File: config.mk
export PLATFORM = sky130hd
export DESIGN_NAME = ducsr_regs
export DESIGN_NICKNAME = d
export VERILOG_FILES = /design/src/ducsr_regs.v /design/src/ducsr_in_sync.v
export VERILOG_INCLUDE_DIRS = /design/src /design/src/src
export SDC_FILE = /design/constraint.sdc
export NUM_CORES = 1
export LEC_CHECK = 0
export BUFFER_PORTS_ARGS = -buffer_cell sky130_fd_sc_hd__buf_2
export CAP_MARGIN = 15
export CORE_ASPECT_RATIO = 1.4
export CORE_MARGIN = 2
export CORE_UTILIZATION = 55
export CTS_BUF_LIST = sky130_fd_sc_hd__clkbuf_4 sky130_fd_sc_hd__clkbuf_8
export DETAILED_ROUTE_END_ITERATION = 16
export PLACE_DENSITY_LB_ADDON = 0.08
export SLEW_MARGIN = 0
export SYNTH_ARGS = -nofsm -noshare
export SYNTH_HDL_FRONTEND = slang
export SYNTH_SLANG_ARGS = --single-unit
File: constraint.sdc
create_clock -name clk -period 3.2 [get_ports clk]
set_clock_uncertainty 0.15 [all_clocks]
set_input_delay 0.16 -clock clk [delete_from_list [all_inputs] [get_ports clk]]
set_output_delay 0.16 -clock clk [all_outputs]
set_load 0.01 [all_outputs]
File: src/ducsr_defs.vh
`ifndef DUCSR_DEFS_VH
`define DUCSR_DEFS_VH
// Register addresses (chosen map, one byte register per address)
`define DUCSR_A_MODE2_A    5'h00
`define DUCSR_A_RATE_A     5'h01
`define DUCSR_A_STATUS_A   5'h02
`define DUCSR_A_CMD_A      5'h03
`define DUCSR_A_MODE2_B    5'h04
`define DUCSR_A_RATE_B     5'h05
`define DUCSR_A_STATUS_B   5'h06
`define DUCSR_A_CMD_B      5'h07
`define DUCSR_A_OPCFG      5'h08
`define DUCSR_A_INCHG      5'h09
`define DUCSR_A_IRQ_ST     5'h0A
`define DUCSR_A_IRQ_MASK   5'h0B
`define DUCSR_A_TMR_HI     5'h0C
`define DUCSR_A_TMR_LO     5'h0D
`define DUCSR_A_IRQ_VEC    5'h0E
`define DUCSR_A_OPLATCH    5'h0F
`define DUCSR_A_PWR        5'h10
// Field positions
`define DUCSR_CHMODE_HI    7
`define DUCSR_CHMODE_LO    6
`define DUCSR_RTS_BIT      5
`define DUCSR_CTS_BIT      4
`define DUCSR_STOP_HI      3
`define DUCSR_STOP_LO      0
`define DUCSR_RXRATE_HI    7
`define DUCSR_RXRATE_LO    4
`define DUCSR_TXRATE_HI    3
`define DUCSR_TXRATE_LO    0
`define DUCSR_ST_TRANSMITTER_READY     2
`define DUCSR_ST_RECEIVE_FIFO_FULL     1
`define DUCSR_ST_RECEIVER_READY     0
`define DUCSR_TXCMD_HI     3
`define DUCSR_TXCMD_LO     2
`define DUCSR_RXCMD_HI     1
`define DUCSR_RXCMD_LO     0
`define DUCSR_MISC_HI      7
`define DUCSR_MISC_LO      4
// Encodings
`define DUCSR_CMD_KEEP     2'h0
`define DUCSR_CMD_EN       2'h1
`define DUCSR_CMD_DIS      2'h2
`define DUCSR_MODE_NORMAL  2'h0
`define DUCSR_MODE_ECHO    2'h1
`define DUCSR_MODE_LLOOP   2'h2
`define DUCSR_MODE_RLOOP   2'h3
`define DUCSR_MISC_STANDBY 4'hE
`define DUCSR_MISC_ACTIVE  4'hF
`define DUCSR_SEL_LATCH    2'h0
`define DUCSR_SEL_ONE      2'h1
`define DUCSR_SEL_TWO      2'h2
// Reset values
`define DUCSR_RST_BYTE     8'h00
`define DUCSR_RST_VEC      8'h0F
// Wake time
`define DUCSR_WAKE_NS      25000
`define DUCSR_CLK_NS       10
`endif

File: src/ducsr_regs.v
// Notes on behaviour
// - Mode field selects normal, echo, local, remote loop
// - Bit 5 RTS control, bit 4 CTS wait
// - Low nibble sets stop length code
// - Upper nibble receiver rate, lower transmitter rate
// - Command 01 enables, 10 disables, 00 keeps
// - Status bits: break, errors, empty, ready, full
// - Config bits 7:4 pick latch or flags
// - Config bits 3:0 pick pin three/two sources
// - Change bits high nibble, levels low nibble
// - Interrupt status bit order as listed
// - Mask uses same positions, one enables
// - Timer preload split into high, low bytes
// - Eight-bit vector given on acknowledge
// - Reset clears status, mask, latch, config; vector 0F
// - Standby stops all but port access, wake 25 us
//
// Decided for this implementation: the address-and-strobe port and the register offsets.
`include "ducsr_defs.vh"
module ducsr_regs #(
  parameter WAKE_CYCLES = (`DUCSR_WAKE_NS + `DUCSR_CLK_NS - 1) / `DUCSR_CLK_NS
) (
  input  wire        clk,
  input  wire        rstn,
  input  wire [4:0]  addr,
  input  wire [7:0]  wdata,
  input  wire        wr,
  input  wire        rd,
  output reg  [7:0]  rdata,
  input  wire [7:0]  status_a_in,
  input  wire [7:0]  status_b_in,
  input  wire        break_chg_a,
  input  wire        break_chg_b,
  input  wire        counter_ready,
  input  wire        counter_out,
  input  wire        txclk16_a,
  input  wire        txclk1_a,
  input  wire        rxclk1_a,
  input  wire        txclk1_b,
  input  wire        rxclk1_b,
  input  wire [3:0]  input_pins,
  output reg  [7:0]  output_pins,
  output wire        irq,
  output wire [7:0]  irq_vector,
  output wire [15:0] timer_preload,
  output reg  [1:0]  chan_mode_a,
  output reg  [1:0]  chan_mode_b,
  output reg         rts_ctrl_a,
  output reg         rts_ctrl_b,
  output reg         cts_wait_a,
  output reg         cts_wait_b,
  output reg  [3:0]  stop_code_a,
  output reg  [3:0]  stop_code_b,
  output reg  [3:0]  rx_rate_a,
  output reg  [3:0]  tx_rate_a,
  output reg  [3:0]  rx_rate_b,
  output reg  [3:0]  tx_rate_b,
  output reg         tx_en_a,
  output reg         rx_en_a,
  output reg         tx_en_b,
  output reg         rx_en_b,
  output reg         standby,
  output wire        active
);

  ////////////////////////////////////////////////////////////////////////
  // Storage
  reg  [7:0]  mode2_a;        // Channel A second mode register
  reg  [7:0]  mode2_b;        // Channel B second mode register
  reg  [7:0]  rate_a;         // Channel A bit-rate select
  reg  [7:0]  rate_b;         // Channel B bit-rate select
  reg  [7:0]  stat_a;         // Channel A status snapshot
  reg  [7:0]  stat_b;         // Channel B status snapshot
  reg  [7:0]  opcfg;          // Output pin configuration
  reg  [7:0]  oplatch;        // Output port latch
  reg  [7:0]  irq_st;         // Sticky interrupt status
  reg  [7:0]  irq_mask;       // Interrupt mask
  reg  [7:0]  tmr_hi;         // Timer preload high byte
  reg  [7:0]  tmr_lo;         // Timer preload low byte
  reg  [7:0]  ivec;           // Interrupt vector
  reg  [3:0]  in_prev;        // Last seen input level
  reg  [3:0]  in_delta;       // Sticky input change flags
  reg  [15:0] wake_cnt;       // Wake-up countdown
  reg         wake_busy;      // Counting towards active
  reg  [7:0]  next_irq_st;
  reg  [3:0]  next_in_delta;
  wire [3:0]  in_sync;        // Synchronised input levels
  wire [7:0]  irq_events;
  wire        wr_ok;          // Writes allowed outside standby
  wire        rd_chg;         // Read of the input change register
  // Live channel flags; the interrupt side must not wait for the snapshot
  wire        tx_flag_a;      // Channel A transmitter ready
  wire        tx_flag_b;      // Channel B transmitter ready
  wire        rx_flag_a;      // Channel A receiver ready or full
  wire        rx_flag_b;      // Channel B receiver ready or full

  ////////////////////////////////////////////////////////////////////////
  // Decode a two-bit enable command into a new enable state
  function cmd_apply;
    input [1:0] cmd;
    input       cur;
    begin
      case (cmd)
        `DUCSR_CMD_EN:  cmd_apply = 1'b1;
        `DUCSR_CMD_DIS: cmd_apply = 1'b0;
        default:        cmd_apply = cur; // Code 11 is illegal; hold state
      endcase
    end
  endfunction

  // Pick pin source from a two-bit selector
  function sel4;
    input [1:0] s;
    input       i0;
    input       i1;
    input       i2;
    input       i3;
    begin
      case (s)
        `DUCSR_SEL_LATCH: sel4 = i0;
        `DUCSR_SEL_ONE:   sel4 = i1;
        `DUCSR_SEL_TWO:   sel4 = i2;
        default:          sel4 = i3;
      endcase
    end
  endfunction

  // Receiver flag: ready or FIFO full, shared by pins and interrupts
  function rx_flag;
    input [7:0] st;
    begin
      rx_flag = st[`DUCSR_ST_RECEIVER_READY] | st[`DUCSR_ST_RECEIVE_FIFO_FULL];
    end
  endfunction

  // Registers other than the ports and the power state read as zero while clocks are stopped;
  // their contents are not trusted in standby, so software sees nothing stale
  function [7:0] gate_rd;
    input       stby;
    input [7:0] val;
    begin
      gate_rd = stby ? `DUCSR_RST_BYTE : val;
    end
  endfunction

  ////////////////////////////////////////////////////////////////////////
  // Input pins enter through the synchroniser
  ducsr_in_sync #(
    .WIDTH (4)
  ) u_sync (
    .clk  (clk),
    .rstn (rstn),
    .din  (input_pins),
    .dout (in_sync)
  );

  // Standby blocks all but port access and the channel A command misc field
  assign wr_ok  = wr && !standby;
  assign active = !standby && !wake_busy;
  assign rd_chg = rd && (addr == `DUCSR_A_INCHG);

  ////////////////////////////////////////////////////////////////////////
  // Interrupt event sources in status bit order
  // Flags decoded once from the live status inputs
  assign tx_flag_a = status_a_in[`DUCSR_ST_TRANSMITTER_READY];
  assign tx_flag_b = status_b_in[`DUCSR_ST_TRANSMITTER_READY];
  assign rx_flag_a = rx_flag(status_a_in);
  assign rx_flag_b = rx_flag(status_b_in);

  // Held ready levels re-set their bit at once; software masks them instead
  assign irq_events = {|in_delta, break_chg_b, rx_flag_b, tx_flag_b,
                       counter_ready, break_chg_a, rx_flag_a, tx_flag_a};

  // Sticky status: set wins over write-one-to-clear
  always @* begin
    next_irq_st = irq_st;
    if (wr_ok && addr == `DUCSR_A_IRQ_ST) begin
      next_irq_st = irq_st & ~wdata;
    end
    next_irq_st = next_irq_st | irq_events;
  end

  // Masked pairs raise the line
  assign irq = |(irq_st & irq_mask);

  ////////////////////////////////////////////////////////////////////////
  // Input change detection: set beats the clear-on-read
  always @* begin
    next_in_delta = in_delta;
    if (rd_chg) begin
      next_in_delta = 4'h0;
    end
    next_in_delta = next_in_delta | (in_sync ^ in_prev);
  end

  ////////////////////////////////////////////////////////////////////////
  // Register writes and state; all control registers reset to defined values
  always @(posedge clk or negedge rstn) begin
    if (!rstn) begin
      mode2_a  <= `DUCSR_RST_BYTE;
      mode2_b  <= `DUCSR_RST_BYTE;
      rate_a   <= `DUCSR_RST_BYTE;
      rate_b   <= `DUCSR_RST_BYTE;
      stat_a   <= `DUCSR_RST_BYTE;
      stat_b   <= `DUCSR_RST_BYTE;
      opcfg    <= `DUCSR_RST_BYTE;
      oplatch  <= `DUCSR_RST_BYTE;
      irq_st   <= `DUCSR_RST_BYTE;
      irq_mask <= `DUCSR_RST_BYTE;
      tmr_hi   <= `DUCSR_RST_BYTE;
      tmr_lo   <= `DUCSR_RST_BYTE;
      ivec     <= `DUCSR_RST_VEC;
      in_prev  <= 4'h0;
      in_delta <= 4'h0;
      tx_en_a  <= 1'b0;
      rx_en_a  <= 1'b0;
      tx_en_b  <= 1'b0;
      rx_en_b  <= 1'b0;
      standby  <= 1'b0;
      wake_busy <= 1'b0;
      wake_cnt <= 16'h0000;
    end else begin
      // Previous level kept to spot each edge on the pins
      in_prev  <= in_sync;
      in_delta <= next_in_delta;
      // Status tracks the channels whenever standby is low, wake countdown included; frozen in standby,
      // which trades fresh status for quiet power, so reread after wake
      if (!standby) begin
        stat_a <= status_a_in;
        stat_b <= status_b_in;
        irq_st <= next_irq_st;
      end
      // Control writes; dropped while the clocks are stopped
      if (wr_ok) begin
        case (addr)
          `DUCSR_A_MODE2_A:  mode2_a  <= wdata;
          `DUCSR_A_MODE2_B:  mode2_b  <= wdata;
          `DUCSR_A_RATE_A:   rate_a   <= wdata;
          `DUCSR_A_RATE_B:   rate_b   <= wdata;
          `DUCSR_A_OPCFG:    opcfg    <= wdata;
          `DUCSR_A_IRQ_MASK: irq_mask <= wdata;
          `DUCSR_A_TMR_HI:   tmr_hi   <= wdata;
          `DUCSR_A_TMR_LO:   tmr_lo   <= wdata;
          `DUCSR_A_IRQ_VEC:  ivec     <= wdata;
          `DUCSR_A_CMD_B: begin
            tx_en_b <= cmd_apply(wdata[`DUCSR_TXCMD_HI:`DUCSR_TXCMD_LO], tx_en_b);
            rx_en_b <= cmd_apply(wdata[`DUCSR_RXCMD_HI:`DUCSR_RXCMD_LO], rx_en_b);
          end
          `DUCSR_A_CMD_A: begin
            tx_en_a <= cmd_apply(wdata[`DUCSR_TXCMD_HI:`DUCSR_TXCMD_LO], tx_en_a);
            rx_en_a <= cmd_apply(wdata[`DUCSR_RXCMD_HI:`DUCSR_RXCMD_LO], rx_en_a);
          end
          default: begin
            // Latch and interrupt status are written elsewhere; other addresses hold no writable state
          end
        endcase
      end
      // Output port latch stays writable in standby
      if (wr && addr == `DUCSR_A_OPLATCH) begin
        oplatch <= wdata;
      end
      // Standby entry and exit through channel A command misc field
      if (wr && addr == `DUCSR_A_CMD_A) begin
        if (wdata[`DUCSR_MISC_HI:`DUCSR_MISC_LO] == `DUCSR_MISC_STANDBY) begin
          standby <= 1'b1;
        end else if (standby && wdata[`DUCSR_MISC_HI:`DUCSR_MISC_LO] == `DUCSR_MISC_ACTIVE) begin
          standby   <= 1'b0;
          wake_busy <= 1'b1;
          wake_cnt  <= WAKE_CYCLES[15:0] - 16'h0001;
        end
      end
      // Wake countdown; active is reported exactly at the limit, WAKE_CYCLES cycles after the command.
      // The count starts only once standby has dropped, so a second
      // wake command during the count simply does nothing
      if (wake_busy && !standby) begin
        if (wake_cnt == 16'h0000) begin
          wake_busy <= 1'b0;
        end else begin
          wake_cnt <= wake_cnt - 16'h0001;
        end
      end
    end
  end

  ////////////////////////////////////////////////////////////////////////
  // Field breakout to the channel logic
  always @* begin
    chan_mode_a = mode2_a[`DUCSR_CHMODE_HI:`DUCSR_CHMODE_LO];
    chan_mode_b = mode2_b[`DUCSR_CHMODE_HI:`DUCSR_CHMODE_LO];
    rts_ctrl_a  = mode2_a[`DUCSR_RTS_BIT];
    rts_ctrl_b  = mode2_b[`DUCSR_RTS_BIT];
    cts_wait_a  = mode2_a[`DUCSR_CTS_BIT];
    cts_wait_b  = mode2_b[`DUCSR_CTS_BIT];
    stop_code_a = mode2_a[`DUCSR_STOP_HI:`DUCSR_STOP_LO];
    stop_code_b = mode2_b[`DUCSR_STOP_HI:`DUCSR_STOP_LO];
    // Receiver and transmitter rates are chosen independently
    rx_rate_a   = rate_a[`DUCSR_RXRATE_HI:`DUCSR_RXRATE_LO];
    tx_rate_a   = rate_a[`DUCSR_TXRATE_HI:`DUCSR_TXRATE_LO];
    rx_rate_b   = rate_b[`DUCSR_RXRATE_HI:`DUCSR_RXRATE_LO];
    tx_rate_b   = rate_b[`DUCSR_TXRATE_HI:`DUCSR_TXRATE_LO];
  end

  assign irq_vector    = ivec;
  assign timer_preload = {tmr_hi, tmr_lo};

  ////////////////////////////////////////////////////////////////////////
  // Output pins, registered so no glitches reach the pads
  always @(posedge clk or negedge rstn) begin
    if (!rstn) begin
      output_pins <= `DUCSR_RST_BYTE;
    end else begin
      // Upper pins show either the latch or the snapshot flags
      output_pins[7] <= opcfg[7] ? stat_b[`DUCSR_ST_TRANSMITTER_READY] : oplatch[7];
      output_pins[6] <= opcfg[6] ? stat_a[`DUCSR_ST_TRANSMITTER_READY] : oplatch[6];
      output_pins[5] <= opcfg[5] ? rx_flag(stat_b) : oplatch[5];
      output_pins[4] <= opcfg[4] ? rx_flag(stat_a) : oplatch[4];
      // Pins three and two pick among latch, timer and channel clocks
      output_pins[3] <= sel4(opcfg[3:2], oplatch[3], counter_out, txclk1_b, rxclk1_b);
      output_pins[2] <= sel4(opcfg[1:0], oplatch[2], txclk16_a, txclk1_a, rxclk1_a);
      // Lowest pins always follow the latch
      output_pins[1:0] <= oplatch[1:0];
    end
  end

  ////////////////////////////////////////////////////////////////////////
  // Read port: data one cycle after the strobe; unmapped reads give zero
  always @(posedge clk or negedge rstn) begin
    if (!rstn) begin
      rdata <= `DUCSR_RST_BYTE;
    end else if (rd) begin
      case (addr)
        // Channel registers, hidden in standby
        `DUCSR_A_MODE2_A:  rdata <= gate_rd(standby, mode2_a);
        `DUCSR_A_MODE2_B:  rdata <= gate_rd(standby, mode2_b);
        `DUCSR_A_STATUS_A: rdata <= gate_rd(standby, stat_a);
        `DUCSR_A_STATUS_B: rdata <= gate_rd(standby, stat_b);
        // Input port stays readable in standby
        `DUCSR_A_INCHG:    rdata <= {in_delta, in_sync};
        `DUCSR_A_IRQ_ST:   rdata <= gate_rd(standby, irq_st);
        `DUCSR_A_IRQ_VEC:  rdata <= gate_rd(standby, ivec);
        // Power state so software can poll the wake-up
        `DUCSR_A_PWR:      rdata <= {6'h00, wake_busy, standby};
        default:           rdata <= `DUCSR_RST_BYTE;
      endcase
    end else begin
      rdata <= `DUCSR_RST_BYTE;
    end
  end
endmodule // ducsr_regs

File: src/ducsr_in_sync.v
// Three-stage input synchroniser; a change is taken once stages two and three agree
module ducsr_in_sync #(
  parameter WIDTH = 4
) (
  input  wire             clk,
  input  wire             rstn,
  input  wire [WIDTH-1:0] din,
  output reg  [WIDTH-1:0] dout
);
  reg [WIDTH-1:0] s1; // Metastability stage, read only by s2
  reg [WIDTH-1:0] s2;
  reg [WIDTH-1:0] s3;
  genvar i;

  // Shift chain
  always @(posedge clk or negedge rstn) begin
    if (!rstn) begin
      s1 <= {WIDTH{1'b0}};
      s2 <= {WIDTH{1'b0}};
      s3 <= {WIDTH{1'b0}};
    end else begin
      s1 <= din;
      s2 <= s1;
      s3 <= s2;
    end
  end

  // Per-bit acceptance when two later stages agree
  generate
    for (i = 0; i < WIDTH; i = i + 1) begin : g_bit
      always @(posedge clk or negedge rstn) begin
        if (!rstn) begin
          dout[i] <= 1'b0;
        end else if (s2[i] == s3[i]) begin
          dout[i] <= s3[i];
        end
      end
    end
  endgenerate
endmodule // ducsr_in_sync

==> impl_metrics.json <==
{
  "grt_max_degree": 79,
  "drc": 0,
  "yosysUniqueCellTypes": 58,
  "drive_gt1_frac": 0.390,
  "die_area_um2": 14000,
  "path_class": "input pin to register",
  "gr-total-overflow": 0,
  "cts_hold_buf": 39,
  "slew_viol_final": 0,
  "syn2layout_area_growth_pct": 20.8,
  "synth_top_area_frac": 0.565,
  "clk_latency_ns": 0.45,
  "grt_pass1_vias": 5373,
  "io_pins": 125,
  "setup_viol": 0,
  "row_count": 49,
  "cts_tree": "done",
  "htreeDepth": 4,
  "setup-tns-final_ns": 0,
  "fin_area_um2": 8670,
  "syn_nets": 591,
  "fp.dieH_um": 139,
  "crit_chain": "dlygate4sd3_1 > buf_2 > nor4bb_1 > nand4_1 > nand3_1 > nand2_1",
  "drt_iter0_drc": 353,
  "cts_sinks": 166,
  "ant_nets": 0,
  "firstDrtPassIters": 5,
  "rsz0062_at_grt": "false",
  "cp.required_ns": 3.39,
  "hold_class": "input pin to register",
  "cp_slowest_cell": "nand4_1",
  "cap_viol_max_count": 0,
  "max_slew_margin": 0.454,
  "whs_ns": 0.0776,
  "design.core.area_um2": 12800,
  "via_per_inst": 5.93,
  "cts_root_buf": "clkbuf_8",
  "powerDensity_nw_per_um2": 487,
  "grt_pass1_wl_mm": 29.6,
  "critPathArrivalTime_ns": 2.41,
  "peakVddDrop_mv": 0.364,
  "fin_crit_ns": 2.22,
  "gp_congestion": 0.845,
  "antenna_found_initial": 0,
  "status": "complete, no violations",
  "dieWidth_um": 101,
  "slowest_delay_ns": 0.63,
  "numPortBuffers": 124,
  "post_cts_resized": 0,
  "vias": 5127,
  "p_leak_nw": 4.34,
  "cp-end-kind": "register",
  "synth_area_um2": 7180,
  "synth_area_per_cell_um2": 13.3,
  "crit_buf_inv": 2,
  "hold_viol": 0,
  "final-seq-area_um2": 4160,
  "clk_path_buf_depth": 2,
  "synth.area.top_cells": "dfrtp_1, mux2_2, mux2i_1, nand2_1, and3_1",
  "cp_top_family": "simple AND/OR/NAND/NOR gates",
  "synth_seq_area_share": 0.579,
  "nNetsFinal": 750,
  "clk_pin_slew_ns": 0.09,
  "finalCritPeriodShare": 0.693,
  "cp_max_fo": 13,
  "wl_mm": 18.2,
  "fillCellCount": 950,
  "cts_made_buffers": 17,
  "synth_seq_cells": 166,
  "max_slew.worst_pin.slew_ns": 0.815,
  "initial_core_util": 0.560,
  "syn_inst": 541,
  "track_usage": 0.280,
  "multiInputGateArea_um2": 2840,
  "startpoint_type": "input pin",
  "place_area_um2": 7900,
  "synth_enable_flop_cells": 0,
  "drt-wirelength-per-cell_um": 21.1,
  "dp_hpwl_mm": 12.7,
  "yosys_most_used_dff": "dfrtp_1",
  "diodes": 0,
  "yosys_warnings": 0,
  "fmax_mhz": 451,
  "synthArstFlopShare": 1.00,
  "post_cts_buffers": 0,
  "synth_area_leader_cell": "dfrtp_1"
}
==> layer usage <==
layer,wire (um),vias to the layer above,global-route usage
met5,0,-,0
met4,622,0,0.115
met3,971,36,0.0615
met2,9080,167,0.445
met1,7570,2616,0.373
li1,-,2308,-
==> through the flow <==
stage | power, mW | instances | worst slack [ns] | utilization
3_3_place_gp | 2.71 | 795 | 1.00 | 0.616
4_1_cts | 4.25 | 864 | 0.990 | 0.676
6_report | 4.22 | 864 | 0.981 | 0.676
5_1_grt | 4.41 | 864 | 0.803 | 0.676
2_1_floorplan | 2.54 | 541 | 1.33 | -
3_5_place_dp | 2.73 | 795 | 0.977 | 0.616
==> cell usage after synthesis, drive strengths merged, types with 5 or more instances <==
cell / count
a2111oi: 6
a211oi: 5
a221oi: 6
a22o: 5
a22oi: 10
and3: 17
buf: 13
clkbuf: 15
dfrtp: 162
inv: 9
mux2: 94
mux2i: 21
nand2: 36
nand3: 11
nand4: 8
nor2: 25
nor3: 9
nor4: 10
o21ai: 7
o31ai: 6
==> cells by family after synthesis <==
| kind of cell | synth area share |
|---|---|
| AO/OA/AOI/OAI | 0.0678 |
| XOR/XNOR | 0.00488 |
| adder cells (fa/ha/maj) | 0.0126 |
| buffers and inverters | 0.0253 |
| flip-flops | 0.579 |
| multiplexers | 0.189 |
| AND/OR/NAND/NOR | 0.121 |
==> cell usage in the layout (no fill, tap or decap), types with 6 or more instances in the layout <==
cell type / instances
nand3_1: 9
a22oi_1: 10
nor4_1: 6
nor3_1: 7
inv_1: 9
dlygate4sd3_1: 39
mux2_4: 6
nand2_1: 34
mux2_2: 88
dfrtp_1: 162
nand4_1: 8
clkbuf_8: 18
buf_2: 123
nor2_1: 23
mux2i_1: 21
o21ai_0: 7
a2111oi_0: 6
a221oi_1: 6
and3_1: 17
==> worst reg2reg max path: stages (launching register included) <==
cell and delay, ns:
dfrtp_1 0.41, inv_1 0.09, ha_1 0.16, nor4b_1 0.46, nand4_1 0.40, nand3_1 0.28
mux2i_1 0.20
==> flip-flops by register name, indices dropped and copies added (netlist names), 8 cells and up <==
name / flops
tmr_lo: 8
rdata: 8
irq_st: 8
irq_mask: 8
stat_b: 8
mode2_a: 8
rate_b: 8
output_pins: 8
irq_vector: 8
rate_a: 8
tmr_hi: 8
stat_a: 8
oplatch: 8
mode2_b: 8
wake_cnt: 16
opcfg: 8
==> path summary, 6_finish.rpt <==
| path | start | end | slack (ns) | cells after the start |
|---|---|---|---|---|
| max | wdata[5] | wake_cnt[2] | 0.98 | 6 |
| min | wdata[3] | irq_vector[3] | 0.08 | 2 |
| max reg2reg | wake_cnt[0] | wake_cnt[1] | 0.99 | 6 |
| min reg2reg | u_sync.s1[2] | u_sync.s2[2] | 0.21 | 0 |
| max in group asynchronous | rstn | opcfg[6] | 1.91 | 3 |
| min in group asynchronous | rstn | wake_cnt[9] | 0.15 | 2 |
==> layout make-up <==
cell class	instances	area share
flip-flops and latches	166	0.480
multi-input cells	338	0.327
repair buffers	168	0.123
clock buffers	22	0.0320
well taps	153	0.0221
clock inverters	8	0.0117
inverters	9	0.00390
==> report_power, final <==
part | switching [mW] | leakage (nW) | total [mW] | internal [mW]
clock network | 0.731 | 0.189 | 1.47 | 0.739
logic | 0.224 | 2.08 | 0.439 | 0.216
registers | 0.0992 | 2.07 | 2.31 | 2.22
total | 1.05 | 4.34 | 4.22 | 3.17
(Power assumes the default switching activity.)
